===== config.mk =====
export PLATFORM = sky130hd
export DESIGN_NAME = rs3_sequencer
export DESIGN_NICKNAME = d
export VERILOG_FILES = /design/src/rs3_pkg.sv /design/src/rs3_timer.sv /design/src/rs3_sequencer.sv
export SDC_FILE = /design/constraint.sdc
export NUM_CORES = 1
export LEC_CHECK = 0
export BUFFER_PORTS_ARGS = -buffer_cell sky130_fd_sc_hd__buf_2
export CAP_MARGIN = 5
export CORE_ASPECT_RATIO = 0.7
export CORE_UTILIZATION = 50
export CTS_CLUSTER_SIZE = 30
export DETAILED_ROUTE_END_ITERATION = 12
export PLACE_DENSITY = 0.74
export SLEW_MARGIN = 10
export SYNTH_ARGS = -nofsm -noshare
export SYNTH_HDL_FRONTEND = slang
export SYNTH_SLANG_ARGS = --single-unit

===== constraint.sdc =====
create_clock -name clock_i -period 4.2 [get_ports clock_i]
set_clock_uncertainty 0.2 [all_clocks]
set_input_delay 0.42 -clock clock_i [delete_from_list [all_inputs] [get_ports clock_i]]
set_output_delay 0.42 -clock clock_i [all_outputs]
set_load 0.03 [all_outputs]

===== src/rs3_pkg.sv =====
// Package: register map, field layout, reset values and timing for rail 3
package rs3_pkg;
    // Register offsets
    localparam logic [7:0] RS3_ACTIVE_OFS = 8'h2F;
    localparam logic [7:0] RS3_SLEEP_OFS = 8'h30;
    localparam logic [7:0] RS3_ON_DLY_OFS = 8'h31;
    localparam logic [7:0] RS3_OFF_DLY_OFS = 8'h32;
    localparam logic [7:0] RS3_SLEW_OFS = 8'h33;
    localparam logic [7:0] RS3_PHASE_OFS = 8'h34;
    // Implemented bits per register
    localparam logic [7:0] RS3_SET_MASK = 8'h3F;
    localparam logic [7:0] RS3_DLY_MASK = 8'h7F;
    localparam logic [7:0] RS3_SLEW_MASK = 8'hFF;
    localparam logic [7:0] RS3_PHASE_MASK = 8'h60;
    // Values held until the nonvolatile image is loaded
    localparam logic [7:0] RS3_ACTIVE_RST = 8'h00;
    localparam logic [7:0] RS3_SLEEP_RST = 8'h00;
    localparam logic [7:0] RS3_ON_DLY_RST = 8'h02;
    localparam logic [7:0] RS3_OFF_DLY_RST = 8'h3C;
    localparam logic [7:0] RS3_SLEW_RST = 8'h00;
    localparam logic [7:0] RS3_PHASE_RST = 8'h00;
    // Field positions
    localparam int RS3_MODE_LSB = 4;
    localparam int RS3_VOLT_LSB = 0;
    localparam int RS3_SOFT_LSB = 6;
    localparam int RS3_SHUT_LSB = 4;
    localparam int RS3_RUP_LSB = 2;
    localparam int RS3_RDN_LSB = 0;
    localparam int RS3_PH_LSB = 5;
    // Operating modes and shutdown option
    localparam logic [1:0] RS3_MODE_AUTO = 2'h0;
    localparam logic [1:0] RS3_MODE_FPWM = 2'h1;
    localparam logic [1:0] RS3_SHUT_OPT_SKIP = 2'h3;
    // Timing: delays and periods are counted in half-millisecond ticks
    localparam int RS3_CLK_PERIOD_NS = 10;
    localparam int RS3_HALF_MS_NS = 500000;
    localparam int RS3_HALF_MS_CYCLES = RS3_HALF_MS_NS / RS3_CLK_PERIOD_NS;
    localparam logic [8:0] RS3_SHUT_4MS = 9'h008;
    localparam logic [8:0] RS3_SHUT_2MS = 9'h004;
    localparam logic [8:0] RS3_SHUT_1MS = 9'h002;
    localparam logic [8:0] RS3_SHUT_0P5MS = 9'h001;
    typedef enum logic [2:0] {
        RS3_OFF, RS3_ON_WAIT, RS3_ON, RS3_OFF_WAIT,
        RS3_LAST_WAIT, RS3_SHUTDOWN, RS3_STANDBY, RS3_RESET
    } rs3_state_t;
endpackage


===== src/rs3_timer.sv =====
// Half-millisecond tick timer with a programmable count of ticks
`timescale 1ns/1ns
`default_nettype none
module rs3_timer import rs3_pkg::*; #(
    parameter int HALF_MS_CYCLES = RS3_HALF_MS_CYCLES
) (
    input wire logic clock_i,
    input wire logic reset_i,
    input wire logic start_i,
    input wire logic stop_i,
    input wire logic [8:0] ticks_i,
    output logic done_o
);
    logic [16:0] div_q, div_d;
    logic [8:0] cnt_q, cnt_d;
    logic run_q, run_d;
    logic done_q, done_d;

    always_comb begin
        div_d = div_q;
        cnt_d = cnt_q;
        run_d = run_q;
        done_d = 1'b0;
        if (start_i) begin
            div_d = '0;
            cnt_d = '0;
            run_d = 1'b1;
        end else if (stop_i) begin
            run_d = 1'b0;
        end else if (run_q) begin
            if (cnt_q == ticks_i) begin
                done_d = 1'b1;
                run_d = 1'b0;
            end else if (div_q == 17'(HALF_MS_CYCLES - 1)) begin
                div_d = '0;
                cnt_d = cnt_q + 9'h001;
            end else begin
                div_d = div_q + 17'h00001;
            end
        end
    end

    always_ff @(posedge clock_i or posedge reset_i) begin
        if (reset_i) begin
            div_q <= '0;
            cnt_q <= '0;
            run_q <= 1'b0;
            done_q <= 1'b0;
        end else begin
            div_q <= div_d;
            cnt_q <= cnt_d;
            run_q <= run_d;
            done_q <= done_d;
        end
    end

    assign done_o = done_q;
endmodule
`default_nettype wire


===== src/rs3_sequencer.sv =====
// Rail 3 configuration registers and power sequencing controller
//
// Notes on behaviour
// - Awake mode field: 00 automatic pulse-frequency/width, 01 forced width.
// - Awake voltage code drives the target in the awake state; default 0.
// - Low-power mode field uses the same coding, applied in sleep.
// - Low-power voltage code drives the target in sleep; default 0.
// - Turn-on and turn-off delays count 0 to 127 ms from sequence start.
// - Soft-start code selects 4, 2, 1 or 0.5 ms.
// - Shutdown period code selects 4, 2, 1 or 0.5 ms.
// - Shutdown period applies when the shutdown option is 00, 01 or 10.
// - After enable falls, the period counts from the last rail off.
// - When the period ends, go to standby and then to reset.
// - Ramp-up code selects 2, 4, 8 or 16 mV per microsecond.
// - Ramp-down code uses the same slew encoding.
// - Phase shift code applies only while rail 1 phase lock is enabled.
//
// The plain strobed port was decided locally.
`timescale 1ns/1ns
`default_nettype none
module rs3_sequencer import rs3_pkg::*; #(
    parameter int HALF_MS_CYCLES = RS3_HALF_MS_CYCLES
) (
    input wire logic clock_i,
    input wire logic reset_i,
    input wire logic [7:0] addr_i,
    input wire logic [7:0] wdata_i,
    input wire logic write_i,
    input wire logic read_i,
    output logic [7:0] rdata_o,
    input wire logic [47:0] nvm_image_i,
    input wire logic chip_enable_input_i,
    input wire logic sleep_state_i,
    input wire logic last_rail_off_i,
    input wire logic [1:0] shutdown_option_i,
    input wire logic rail1_phase_lock_enable_i,
    output logic rail3_enable_o,
    output logic [1:0] rail3_op_mode_o,
    output logic [3:0] rail3_voltage_code_o,
    output logic [1:0] rail3_soft_start_time_o,
    output logic [1:0] rail3_ramp_up_rate_o,
    output logic [1:0] rail3_ramp_down_rate_o,
    output logic [1:0] rail3_phase_shift_o,
    output logic fsm_standby_o,
    output logic fsm_reset_o
);
    // ------------------------------------------------------------
    // Register file
    // ------------------------------------------------------------
    logic [7:0] act_q, act_d, slp_q, slp_d, ond_q, ond_d, offd_q, offd_d;
    logic [7:0] slew_q, slew_d, phs_q, phs_d, rdata_q, rdata_d;
    logic load_q;

    // Load the nonvolatile image in the first cycle after reset release,
    // since an asynchronous reset may only take constants
    always_comb begin
        act_d = act_q;
        slp_d = slp_q;
        ond_d = ond_q;
        offd_d = offd_q;
        slew_d = slew_q;
        phs_d = phs_q;
        rdata_d = 8'h00;
        if (load_q) begin
            act_d = nvm_image_i[7:0] & RS3_SET_MASK;
            slp_d = nvm_image_i[15:8] & RS3_SET_MASK;
            ond_d = nvm_image_i[23:16] & RS3_DLY_MASK;
            offd_d = nvm_image_i[31:24] & RS3_DLY_MASK;
            slew_d = nvm_image_i[39:32] & RS3_SLEW_MASK;
            phs_d = nvm_image_i[47:40] & RS3_PHASE_MASK;
        end else if (write_i) begin
            case (addr_i)
                RS3_ACTIVE_OFS: act_d = wdata_i & RS3_SET_MASK;
                RS3_SLEEP_OFS: slp_d = wdata_i & RS3_SET_MASK;
                RS3_ON_DLY_OFS: ond_d = wdata_i & RS3_DLY_MASK;
                RS3_OFF_DLY_OFS: offd_d = wdata_i & RS3_DLY_MASK;
                RS3_SLEW_OFS: slew_d = wdata_i & RS3_SLEW_MASK;
                RS3_PHASE_OFS: phs_d = wdata_i & RS3_PHASE_MASK;
                default: ;
            endcase
        end
        if (read_i) begin
            case (addr_i)
                RS3_ACTIVE_OFS: rdata_d = act_q;
                RS3_SLEEP_OFS: rdata_d = slp_q;
                RS3_ON_DLY_OFS: rdata_d = ond_q;
                RS3_OFF_DLY_OFS: rdata_d = offd_q;
                RS3_SLEW_OFS: rdata_d = slew_q;
                RS3_PHASE_OFS: rdata_d = phs_q;
                default: rdata_d = 8'h00;
            endcase
        end
    end

    always_ff @(posedge clock_i or posedge reset_i) begin
        if (reset_i) begin
            load_q <= 1'b1;
            act_q <= RS3_ACTIVE_RST;
            slp_q <= RS3_SLEEP_RST;
            ond_q <= RS3_ON_DLY_RST;
            offd_q <= RS3_OFF_DLY_RST;
            slew_q <= RS3_SLEW_RST;
            phs_q <= RS3_PHASE_RST;
            rdata_q <= 8'h00;
        end else begin
            load_q <= 1'b0;
            act_q <= act_d;
            slp_q <= slp_d;
            ond_q <= ond_d;
            offd_q <= offd_d;
            slew_q <= slew_d;
            phs_q <= phs_d;
            rdata_q <= rdata_d;
        end
    end

    // ------------------------------------------------------------
    // Enable pin synchroniser
    // ------------------------------------------------------------
    logic cen_meta_q, cen_q, cen_prev_q;

    always_ff @(posedge clock_i or posedge reset_i) begin
        if (reset_i) begin
            cen_meta_q <= 1'b0;
            cen_q <= 1'b0;
            cen_prev_q <= 1'b0;
        end else begin
            cen_meta_q <= chip_enable_input_i;
            cen_q <= cen_meta_q;
            cen_prev_q <= cen_q;
        end
    end

    // ------------------------------------------------------------
    // Sequencing state machine
    // ------------------------------------------------------------
    rs3_state_t state_q, state_d;
    logic start, stop, done, en_q, en_d, stby_q, stby_d, rst_q, rst_d;
    logic [8:0] ticks;

    // Shutdown code to half-millisecond ticks
    function automatic logic [8:0] shut_ticks(input logic [1:0] code);
        case (code)
            2'h0: shut_ticks = RS3_SHUT_4MS;
            2'h1: shut_ticks = RS3_SHUT_2MS;
            2'h2: shut_ticks = RS3_SHUT_1MS;
            default: shut_ticks = RS3_SHUT_0P5MS;
        endcase
    endfunction

    always_comb begin
        state_d = state_q;
        start = 1'b0;
        stop = 1'b0;
        en_d = en_q;
        stby_d = 1'b0;
        rst_d = 1'b0;
        ticks = {1'b0, ond_q[6:0], 1'b0};
        case (state_q)
            RS3_OFF: begin
                if (cen_q && !cen_prev_q) begin
                    state_d = RS3_ON_WAIT;
                    start = 1'b1;
                end
            end
            RS3_ON_WAIT: begin
                ticks = {1'b0, ond_q[6:0], 1'b0};
                if (!cen_q) begin
                    state_d = RS3_OFF;
                    stop = 1'b1;
                end else if (done) begin
                    state_d = RS3_ON;
                    en_d = 1'b1;
                end
            end
            RS3_ON: begin
                if (!cen_q) begin
                    state_d = RS3_OFF_WAIT;
                    start = 1'b1;
                end
            end
            RS3_OFF_WAIT: begin
                ticks = {1'b0, offd_q[6:0], 1'b0};
                if (done) begin
                    state_d = RS3_LAST_WAIT;
                    en_d = 1'b0;
                end
            end
            RS3_LAST_WAIT: begin
                // Period counts from the last rail going off
                if (last_rail_off_i) begin
                    if (shutdown_option_i == RS3_SHUT_OPT_SKIP) begin
                        state_d = RS3_STANDBY;
                    end else begin
                        state_d = RS3_SHUTDOWN;
                        start = 1'b1;
                    end
                end
            end
            RS3_SHUTDOWN: begin
                ticks = shut_ticks(slew_q[RS3_SHUT_LSB +: 2]);
                if (done) begin
                    state_d = RS3_STANDBY;
                end
            end
            RS3_STANDBY: begin
                stby_d = 1'b1;
                state_d = RS3_RESET;
            end
            RS3_RESET: begin
                rst_d = 1'b1;
                state_d = RS3_OFF;
            end
            default: state_d = RS3_OFF;
        endcase
    end

    always_ff @(posedge clock_i or posedge reset_i) begin
        if (reset_i) begin
            state_q <= RS3_OFF;
            en_q <= 1'b0;
            stby_q <= 1'b0;
            rst_q <= 1'b0;
        end else begin
            state_q <= state_d;
            en_q <= en_d;
            stby_q <= stby_d;
            rst_q <= rst_d;
        end
    end

    rs3_timer #(.HALF_MS_CYCLES(HALF_MS_CYCLES)) rs3_timer_i (
        .clock_i(clock_i),
        .reset_i(reset_i),
        .start_i(start),
        .stop_i(stop),
        .ticks_i(ticks),
        .done_o(done)
    );

    // ------------------------------------------------------------
    // Rail control outputs
    // ------------------------------------------------------------
    logic [1:0] mode_q, mode_d, soft_q, rup_q, rdn_q, ph_q, ph_d;
    logic [3:0] volt_q, volt_d;

    // Reserved mode codes pass through unchanged; software avoids them
    always_comb begin
        if (sleep_state_i) begin
            mode_d = slp_q[RS3_MODE_LSB +: 2];
            volt_d = slp_q[RS3_VOLT_LSB +: 4];
        end else begin
            mode_d = act_q[RS3_MODE_LSB +: 2];
            volt_d = act_q[RS3_VOLT_LSB +: 4];
        end
        ph_d = rail1_phase_lock_enable_i ? phs_q[RS3_PH_LSB +: 2] : 2'h0;
    end

    always_ff @(posedge clock_i or posedge reset_i) begin
        if (reset_i) begin
            mode_q <= RS3_MODE_AUTO;
            volt_q <= 4'h0;
            soft_q <= 2'h0;
            rup_q <= 2'h0;
            rdn_q <= 2'h0;
            ph_q <= 2'h0;
        end else begin
            mode_q <= mode_d;
            volt_q <= volt_d;
            soft_q <= slew_q[RS3_SOFT_LSB +: 2];
            rup_q <= slew_q[RS3_RUP_LSB +: 2];
            rdn_q <= slew_q[RS3_RDN_LSB +: 2];
            ph_q <= ph_d;
        end
    end

    assign rdata_o = rdata_q;
    assign rail3_enable_o = en_q;
    assign rail3_op_mode_o = mode_q;
    assign rail3_voltage_code_o = volt_q;
    assign rail3_soft_start_time_o = soft_q;
    assign rail3_ramp_up_rate_o = rup_q;
    assign rail3_ramp_down_rate_o = rdn_q;
    assign rail3_phase_shift_o = ph_q;
    assign fsm_standby_o = stby_q;
    assign fsm_reset_o = rst_q;
endmodule
`default_nettype wire


==> results of run 1 <==
==> path summary, 6_finish.rpt <==
check | from | endpoint | cells after the start
max in group asynchronous | reset_i | state_q[0] | 3
min reg2reg | cen_meta_q | cen_q | 0
max | state_q[2] | rs3_timer_i.div_q[13] | 7
min in group clock_i | nvm_image_i[46] | phs_q[6] | 3
min | reset_i | rail3_phase_shift_o[1] | 2
max reg2reg | state_q[2] | rs3_timer_i.div_q[13] | 7
==> power by group <==
group          switching, mW  total, mW  internal, mW
clock                  0.364      0.801         0.437
sequential             0.142       1.15          1.01
combinational          0.407      0.650         0.243
==> critical path: stages, from the launching register on <==
cell and delay (ps):
dfrtp_1 780, nand2b_1 300, o32ai_1 480, a31oi_1 200, a2111oi_4 450, a21o_4 430, or2_1 240, o41ai_2 90
==> layout by cell type, fill, tap and decap left out, drive strengths merged, types with 7 or more instances in the layout <==
master and instances:
dfrtp 90, mux2 9, nor3 7, and2 7, nor2 27, buf 91, a222oi 7, mux2i 40
a21oi 28, o21ai 59, inv 13, nand2 74, clkbuf 11, nand3 18, or4 16
==> metal layers <==
metal / routed length (um) / part of all wire / GRT usage / vias to the layer above
met2: 5340 / 0.43 / 0.351 / 192
met5: 0 / 0 / 0 / -
met3: 1150 / 0.092 / 0.0738 / 19
li1: - / - / - / 2063
met1: 5880 / 0.47 / 0.383 / 2092
met4: 144 / 0.012 / 0.0576 / 0
==> state kept, by name (all words and copies together), names as in the netlist, 2 cells and up <==
name	flops
rs3_timer_i.div_q	17
slp_q	6
ond_q	7
rail3_soft_start_time_o	2
slew_q	8
rail3_phase_shift_o	2
rail3_voltage_code_o	4
rdata_o	8
rail3_ramp_down_rate_o	2
rail3_ramp_up_rate_o	2
rail3_op_mode_o	2
state_q	3
rs3_timer_i.cnt_q	9
act_q	6
offd_q	7
phs_q	2
==> through the flow <==
stage	total power [mW]	hold slack [ps]	setup slack [ps]	area (um2)
floorplan	1.68	131	1080	5050
global placement	1.78	133	1110	5540
detailed placement	1.81	136	933	5540
CTS	2.61	68.6	922	5840
global route	2.73	93.0	666	5840
finish	2.60	70.8	889	5840
==> final cells by class <==
| class | count | area [um2] | share of cell area |
|---|---|---|---|
| Inverter | 12 | 47.5 | 0.00814 |
| Sequential cell | 96 | 2410 | 0.413 |
| Multi-Input combinational cell | 381 | 2450 | 0.420 |
| Tap cell | 128 | 160 | 0.0274 |
| Timing Repair Buffer | 92 | 478 | 0.0819 |
| Clock buffer | 11 | 253 | 0.0433 |
| Clock inverter | 5 | 40.0 | 0.00686 |
==> kinds of logic (layout without fill, tap and decap cells) <==
logic type	count (synthesis)	after routing	synth area share
buffers and inverters	41	120	0.0386
adder cells (fa/ha/maj)	2	2	0.00495
AO/OA/AOI/OAI	135	135	0.180
XOR/XNOR	5	5	0.00867
other	1	1	0.000742
AND/OR/NAND/NOR	189	189	0.191
flip-flops	96	96	0.477
multiplexers	49	49	0.0993
==> results.cfg, run 1 <==
[routing]
drt-wirelength-per-cell_um = 17.3
dr.first_iter.drc_count = 487
vias = 4366
ant_nets = 0
dr.pass1.iters = 5
vias_per_cell = 6.02
drc_errors = 0
routed_wl_um = 12500

[floorplan]
ios = 99
start_util = 0.518
die_area_mm2 = 0.0105
core_mm2 = 0.00976
die_w_um = 122
fp.dieH_um = 86.1
row_count = 30

[sta]
slew_headroom = 0.282
timing.fmax_mhz = 302
tns_ps = 0
fin_crit_ps = 3310
setup_violations = 0
hold_viol_final = 0
tightest_slew_ps = 1080
fin_crit_sh = 0.788
maxSlewViolCount = 0
rsz0062_at_grt = no

[synthesis]
syn_inst = 518
synth_top_cell_area_share = 0.446
synthFlopType = dfrtp_1
syn_nets = 594
synth_edf_count = 0
synth_cell_type_count = 68
synth.top_cells.by_count = dfrtp_1 (90), nand2_1 (74), o21ai_0 (46)
ys_warn_count = 0
synthArstFlopShare = 1.00
synth_most_common_cell = dfrtp_1
yosys.area.top_type = dfrtp_1
synthesis.area_mm2 = 0.00505
yosysSeqAreaShare = 0.477
syn_area_per_cell_um2 = 9.75
synth_seq_cells = 96
synthTopCellsByArea = dfrtp_1 (45%), mux2i_1 (7.9%), nand2_1 (5.5%), o21ai_0 (4.6%), dfstp_2 (3.1%)

[clock_tree]
ctsHoldBuffers = 1
cts_sinks = 96
clk_latency_ps = 350
htree_num_levels = 3
path_clk_slew_ps = 70
clockBufferDepth = 2
cts-root-buf = clkbuf_16
cts-resized-gates = 0
cts_buffers = 9
post_cts_buffers = 0
cts_tree = done

[final_layout]
postLayoutCoreUtil = 0.598
fin_nets = 668
layout-drive-gt1-share = 0.229
area_growth_syn_to_layout_pct = 15.6
instances_no_fill = 725
fillers = 842
diodes = 0

[grt]
antenna_found_initial = 0
grt_pass1_vias = 3991
grt_max_degree = 75
grt_util_all_layers = 0.252
grt_remaining_overflow = 0
grt_first_pass_wirelength_um = 20400

[power]
p_leak_nw = 2.70
vdd.ir_drop.worst_mv = 0.224
power_density_mw_per_mm2 = 446

[placement]
dp_cells = 708
hpwl_um = 8890
port_buffers = 86
routabilityCongestion = 0.917

[setup_path]
startpoint_type = flop
worst-setup-path-type = reg2reg
cp-end-kind = flop
cp_data_required_time_ps = 4230
cp_max_fo = 46
crit_arrival_ps = 3340
reg2reg_slack_ps = 890

[run]
cap_violations = 0

[hold_path]
hold_class = in2async

[run_status]
status = completed
Note: power is estimated with default switching activity, not from simulation.
==> run 2, diff against run 1 <==
--- a/config.mk
+++ b/config.mk
@@ -5,6 +5,7 @@
 export SDC_FILE = /design/constraint.sdc
 export NUM_CORES = 1
 export LEC_CHECK = 0
+export ABC_AREA = 1
 export BUFFER_PORTS_ARGS = -buffer_cell sky130_fd_sc_hd__buf_2
 export CAP_MARGIN = 5
 export CORE_ASPECT_RATIO = 0.7
==> constraint.sdc (replaced) <==
create_clock -name clock_i -period 3.2 [get_ports clock_i]
set_clock_uncertainty 0.2 [all_clocks]
set_input_delay 0.32 -clock clock_i [delete_from_list [all_inputs] [get_ports clock_i]]
set_output_delay 0.32 -clock clock_i [all_outputs]
set_load 0.03 [all_outputs]
==> results.cfg, run 2 <==
[run_status]
status = completed

[floorplan]
start_util = 0.520
row_count = 30
fp.dieH_um = 86.6
core_mm2 = 0.00983
die_w_um = 123
ios = 99
die_area_mm2 = 0.0106

[routing]
dr.first_iter.drc_count = 437
vias_per_cell = 5.46
drc_errors = 0
ant_nets = 0
drt-wirelength-per-cell_um = 14.4
routed_wl_um = 12800
vias = 4879
dr.pass1.iters = 7

[synthesis]
synth_seq_cells = 96
synth_edf_count = 0
syn_inst = 672
synth.top_cells.by_count = nand2_1 (210), dfrtp_1 (90), nor2_1 (69)
synth_cell_type_count = 41
synth_most_common_cell = nand2_1
ys_warn_count = 0
synthTopCellsByArea = dfrtp_1 (44%), nand2_1 (15%), nor2_1 (5.1%), inv_1 (4.5%), a21oi_1 (3.6%)
syn_area_per_cell_um2 = 7.61
synthFlopType = dfrtp_1
yosys.area.top_type = dfrtp_1
syn_nets = 748
yosysSeqAreaShare = 0.471
synthesis.area_mm2 = 0.00512
synth_top_cell_area_share = 0.440
synthArstFlopShare = 1.00

[setup_path]
critical_path_buf_inv_count = 1
crit_arrival_ps = 2580
max_stage_delay_ps = 480
worst-setup-path-type = reg2reg
slowest_stage = dfrtp_1
cp_max_fo = 25
crit_chain = nand2_1, nor2_4, nand2_1, nand3_1, nand4_1, nor2_2, nand3_4, nand2_4, inv_2, nand2_1, nand2_1
startpoint_type = flop
path_common_cell = nand2_1
cp-end-kind = flop
cp_data_required_time_ps = 3240
crit_family = simple AND/OR/NAND/NOR gates

[placement]
port_buffers = 86
routabilityCongestion = 0.939
hpwl_um = 9620

[sta]
tns_ps = 0
hold_viol_final = 0
slew_headroom = 0.354
tightest_slew_ps = 966
maxSlewViolCount = 0
rsz0062_at_grt = no
timing.fmax_mhz = 394
fin_crit_sh = 0.792
fin_crit_ps = 2540
setup_violations = 0

[final_layout]
regMostFlops = rs3_timer_i.div_q
layout-drive-gt1-share = 0.178
top_regs = rs3_timer_i.div_q x17, rs3_timer_i.cnt_q x9
fin_nets = 836
area_growth_syn_to_layout_pct = 17.4
postLayoutCoreUtil = 0.611
final_common_cell = nand2_1
largest_register_ff_count = 17
most-common-layout-cells = nand2_1 (210), dfrtp_1 (90), buf_2 (86), nor2_1 (69), inv_1 (61)
diodes = 0

[power]
clock_power_share = 0.306
comb_power_share = 0.276
p_leak_nw = 2.97
p_int_mw = 2.18
power_switching_mw = 1.32
p_sw_frac = 0.378
power.share.sequential = 0.418
power_density_mw_per_mm2 = 583
vdd.ir_drop.worst_mv = 0.267

[grt]
antenna_found_initial = 0
grt_first_pass_wirelength_um = 21600
grt_remaining_overflow = 0
grt_pass1_vias = 4464
grt_max_degree = 60
grt_util_all_layers = 0.260

[clock_tree]
htree_num_levels = 3
cts-resized-gates = 0
cts-root-buf = clkbuf_16
path_clk_slew_ps = 80
cts_tree = done
cts_buffers = 9
clockBufferDepth = 2
post_cts_buffers = 0
cts_sinks = 96
clk_latency_ps = 350

[run]
cap_violations = 0

[hold_path]
hold_class = in2reg
-- run 2: cell count changes in the layout (fill, tap and decap cells not counted), moves of 13 or more --
cell / delta
nand2_1: +136
mux2i_1: -40
nand4_1: +15
inv_1: +50
o21ai_0: -13
or4_1: -16
nand3_1: +17
nor2_1: +42
-- run 2: what timing repair did --
action / in CTS / in global routing
endpoints found under the hold margin: 40 / 0
setup endpoints to repair: 0 / 0
hold buffers: 3 / 0
-- run 2: routing by layer --
metal,GRT usage,wire (um),share of wire,vias to the layer above
met5,0,0,0,-
met4,0.0576,114,0.0089,0
met3,0.0434,901,0.070,12
met2,0.374,5290,0.41,157
met1,0.404,6530,0.51,2312
li1,-,-,-,2398
-- run 2: cells by family (layout without fill, tap and decap cells) --
kind of cell | Yosys count | in the layout | share of synthesized area
other cells | 1 | 1 | 0.000733
simple gates | 366 | 366 | 0.307
flops | 96 | 96 | 0.471
xor+xnor | 12 | 12 | 0.0205
buf+inv | 84 | 177 | 0.0653
compound gates | 107 | 107 | 0.122
mux | 4 | 4 | 0.00880
fa+ha+maj | 2 | 2 | 0.00489
-- run 2: power groups by stage --
stage               Clock (mW)  Sequential [mW]  Combinational (mW)
floorplan                    0             1.48               0.716
global placement             0             1.48               0.925
detailed placement           0             1.48               0.956
CTS                       1.09             1.46               0.964
global route              1.13             1.48                1.09
finish                    1.07             1.46               0.966
-- run 2: stage by stage --
stage               power (mW)  instances  area, um2  hold WS (ps)  worst slack, ps
detailed placement        2.44        874       5680           136              686
global placement          2.40        874       5680           147              783
finish                    3.50        893       6010          1.00              665
CTS                       3.51        893       6010         0.265              669
global route              3.71        893       6010          19.0              378
floorplan                 2.20        672       5120           131              185
-- run 2: layout make-up --
cell class	instances	area, um2
Fill cell	895	3830
Sequential cell	96	2410
Multi-Input combinational cell	492	2370
Timing Repair Buffer	95	518
Inverter	66	249
Clock buffer	9	225
Tap cell	128	160
Clock inverter	7	73.8
-- run 2: worst min-delay path, cell delays in order --
cell and delay [ps]:
buf_2 80, nand2_1 40, o211ai_1 80
-- run 2: final timing paths --
| check | start | depth (start not counted) | to | slack, ps |
|---|---|---|---|---|
| max in group asynchronous | reset_i | 4 | offd_q[5] | 1630 |
| worst max register to register | state_q[0] | 11 | rs3_timer_i.div_q[4] | 660 |
| worst max-delay path | state_q[0] | 11 | rs3_timer_i.div_q[4] | 660 |
| worst min register to register | cen_meta_q | 0 | cen_q | 160 |
| min in group asynchronous | reset_i | 3 | state_q[0] | 400 |
| worst min-delay path | nvm_image_i[35] | 3 | slew_q[3] | 1 |
==> run 3, diff against run 2 <==
--- a/config.mk
+++ b/config.mk
@@ -5,14 +5,14 @@
 export SDC_FILE = /design/constraint.sdc
 export NUM_CORES = 1
 export LEC_CHECK = 0
-export ABC_AREA = 1
+export ABC_AREA = 0
 export BUFFER_PORTS_ARGS = -buffer_cell sky130_fd_sc_hd__buf_2
 export CAP_MARGIN = 5
 export CORE_ASPECT_RATIO = 0.7
 export CORE_UTILIZATION = 50
 export CTS_CLUSTER_SIZE = 30
 export DETAILED_ROUTE_END_ITERATION = 12
-export PLACE_DENSITY = 0.74
+export PLACE_DENSITY = 0.77
 export SLEW_MARGIN = 10
 export SYNTH_ARGS = -nofsm -noshare
 export SYNTH_HDL_FRONTEND = slang
==> constraint.sdc (replaced) <==
create_clock -name clock_i -period 2.1 [get_ports clock_i]
set_clock_uncertainty 0.2 [all_clocks]
set_input_delay 0.21 -clock clock_i [delete_from_list [all_inputs] [get_ports clock_i]]
set_output_delay 0.21 -clock clock_i [all_outputs]
set_load 0.03 [all_outputs]
==> results.cfg, run 3 (synthesis gave the netlist of run 1 again) <==
[run_status]
status = finished with violations
violations = negative setup slack

[sta]
slew_headroom = 0.459
tightest_slew_ps = 809
rsz0062_at_grt = yes
setup_violations = 28
tns_ps = -14390
fin_crit_ps = 2700
fin_crit_sh = 1.28
maxSlewViolCount = 0
timing.fmax_mhz = 371
hold_viol_final = 0
setup_slack_ps = -596

[floorplan]
die_area_mm2 = 0.0105
start_util = 0.518
row_count = 30
die_w_um = 122
fp.dieH_um = 86.1
ios = 99
core_mm2 = 0.00976

[power]
power_density_mw_per_mm2 = 855
vdd.ir_drop.worst_mv = 0.697
p_leak_nw = 3.50

[routing]
vias_per_cell = 6.08
drc_errors = 0
dr.pass1.iters = 6
vias = 5296
ant_nets = 0
drt-wirelength-per-cell_um = 19.6
dr.first_iter.drc_count = 583
routed_wl_um = 17000

[final_layout]
layout-drive-gt1-share = 0.388
largest_register_ff_count = 17
fillers = 608
fin_area_mm2 = 0.00737
diodes = 0
postLayoutCoreUtil = 0.755
final_common_cell = buf_4
regMostFlops = rs3_timer_i.div_q
top_regs = rs3_timer_i.div_q x17, rs3_timer_i.cnt_q x9
instances_no_fill = 871
fin_nets = 814
most-common-layout-cells = buf_4 (98), dfrtp_1 (87), buf_2 (86), nand2_1 (74), dlygate4sd3_1 (43)
area_growth_syn_to_layout_pct = 45.9

[clock_tree]
cts_sinks = 96
cts-root-buf = clkbuf_16
path_clk_slew_ps = 70
clockBufferDepth = 2
htree_num_levels = 3
clk_latency_ps = 350
cts_buffers = 9
cts_tree = done

[grt]
grt_util_all_layers = 0.322
grt_pass1_vias = 5269
grt_max_degree = 73
grt_remaining_overflow = 0
grt_first_pass_wirelength_um = 25800
antenna_found_initial = 0

[setup_path]
worst-setup-path-type = reg2reg
path_common_cell = buf_4
startpoint_type = flop
max_stage_delay_ps = 470
cp-end-kind = flop
startpoint = state_q[2]
crit_arrival_ps = 2770
crit_chain = buf_4, xor2_2, buf_4, a21oi_1, a31oi_1, a2111oi_4, a21o_4, buf_12, or4_1, o21ai_1
cp_max_fo = 20
reg2reg_from = state_q[2]
cp_data_required_time_ps = 2170
slowest_stage = or4_1

[hold_path]
hold_class = in2reg
hold_start = wdata_i[3]

[placement]
hpwl_um = 10700
dp_cells = 802
port_buffers = 86
dpl_cell_area_mm2 = 0.00635
routabilityCongestion = 0.951

[run]
cap_violations = 0
## run 3: through the flow
step / worst slack [ps] / total power, mW / hold slack [ps]
final: -596 / 6.30 / 12.5
after floorplan: -326 / 3.43 / 41.4
after global routing: -675 / 6.54 / 23.4
after CTS: -566 / 6.03 / 1.40
after global placement: -564 / 4.15 / 54.8
after detailed placement: -677 / 4.22 / 61.2
## run 3: repair_timing
item,4_1_cts,5_1_grt
gates cloned,0,0
setup buffers,7,3
setup endpoints to repair,28,30
endpoints found under the hold margin,54,0
hold buffers,43,0
pin swaps,6,10
resized for setup,21,33
## run 3: area by class of cell
| type | count | area [um2] | share of cell area |
|---|---|---|---|
| multi-input combinational | 381 | 2700 | 0.366 |
| sequential | 96 | 2410 | 0.327 |
| timing repair buffer | 238 | 1760 | 0.239 |
| clock buffer | 10 | 229 | 0.0311 |
| tap | 128 | 160 | 0.0217 |
| clock inverter | 6 | 53.8 | 0.00730 |
| inverter | 12 | 48.8 | 0.00662 |
## run 3: worst paths after layout
path                            slack [ps]  depth (start not counted)                   end
max in group asynchronous              860                          4             offd_q[5]
worst min-delay path                    10                          3             offd_q[3]
worst min register to register         160                          0                 cen_q
worst max register to register        -600                         10  rs3_timer_i.cnt_q[6]
worst max-delay path                  -600                         10  rs3_timer_i.cnt_q[6]
min in group asynchronous              230                          3              ond_q[2]
## run 3: critical path, delay by kind of cell (launching register included)
family	cells	cell delay (ps)
AOI/OAI and AO/OA	5	830
DFF	1	440
xor gates and xnor gates	1	200
and+or+nand+nor	1	470
buffers and inverters	3	480
## run 3: routing by layer
metal  GRT usage  wire length (um)  vias up
met5           0                 0        -
met4       0.129               562        0
li1            -                 -     2345
met3      0.0984              1830       71
met2       0.507              7790      368
met1       0.417              6850     2512
## run 3: report_power, final
part | leakage, nW | internal, mW | switching (mW)
clock | 0.135 | 0.824 | 0.778
sequential | 1.22 | 2.03 | 0.151
combinational | 2.14 | 1.20 | 1.32
total | 3.50 | 4.05 | 2.25
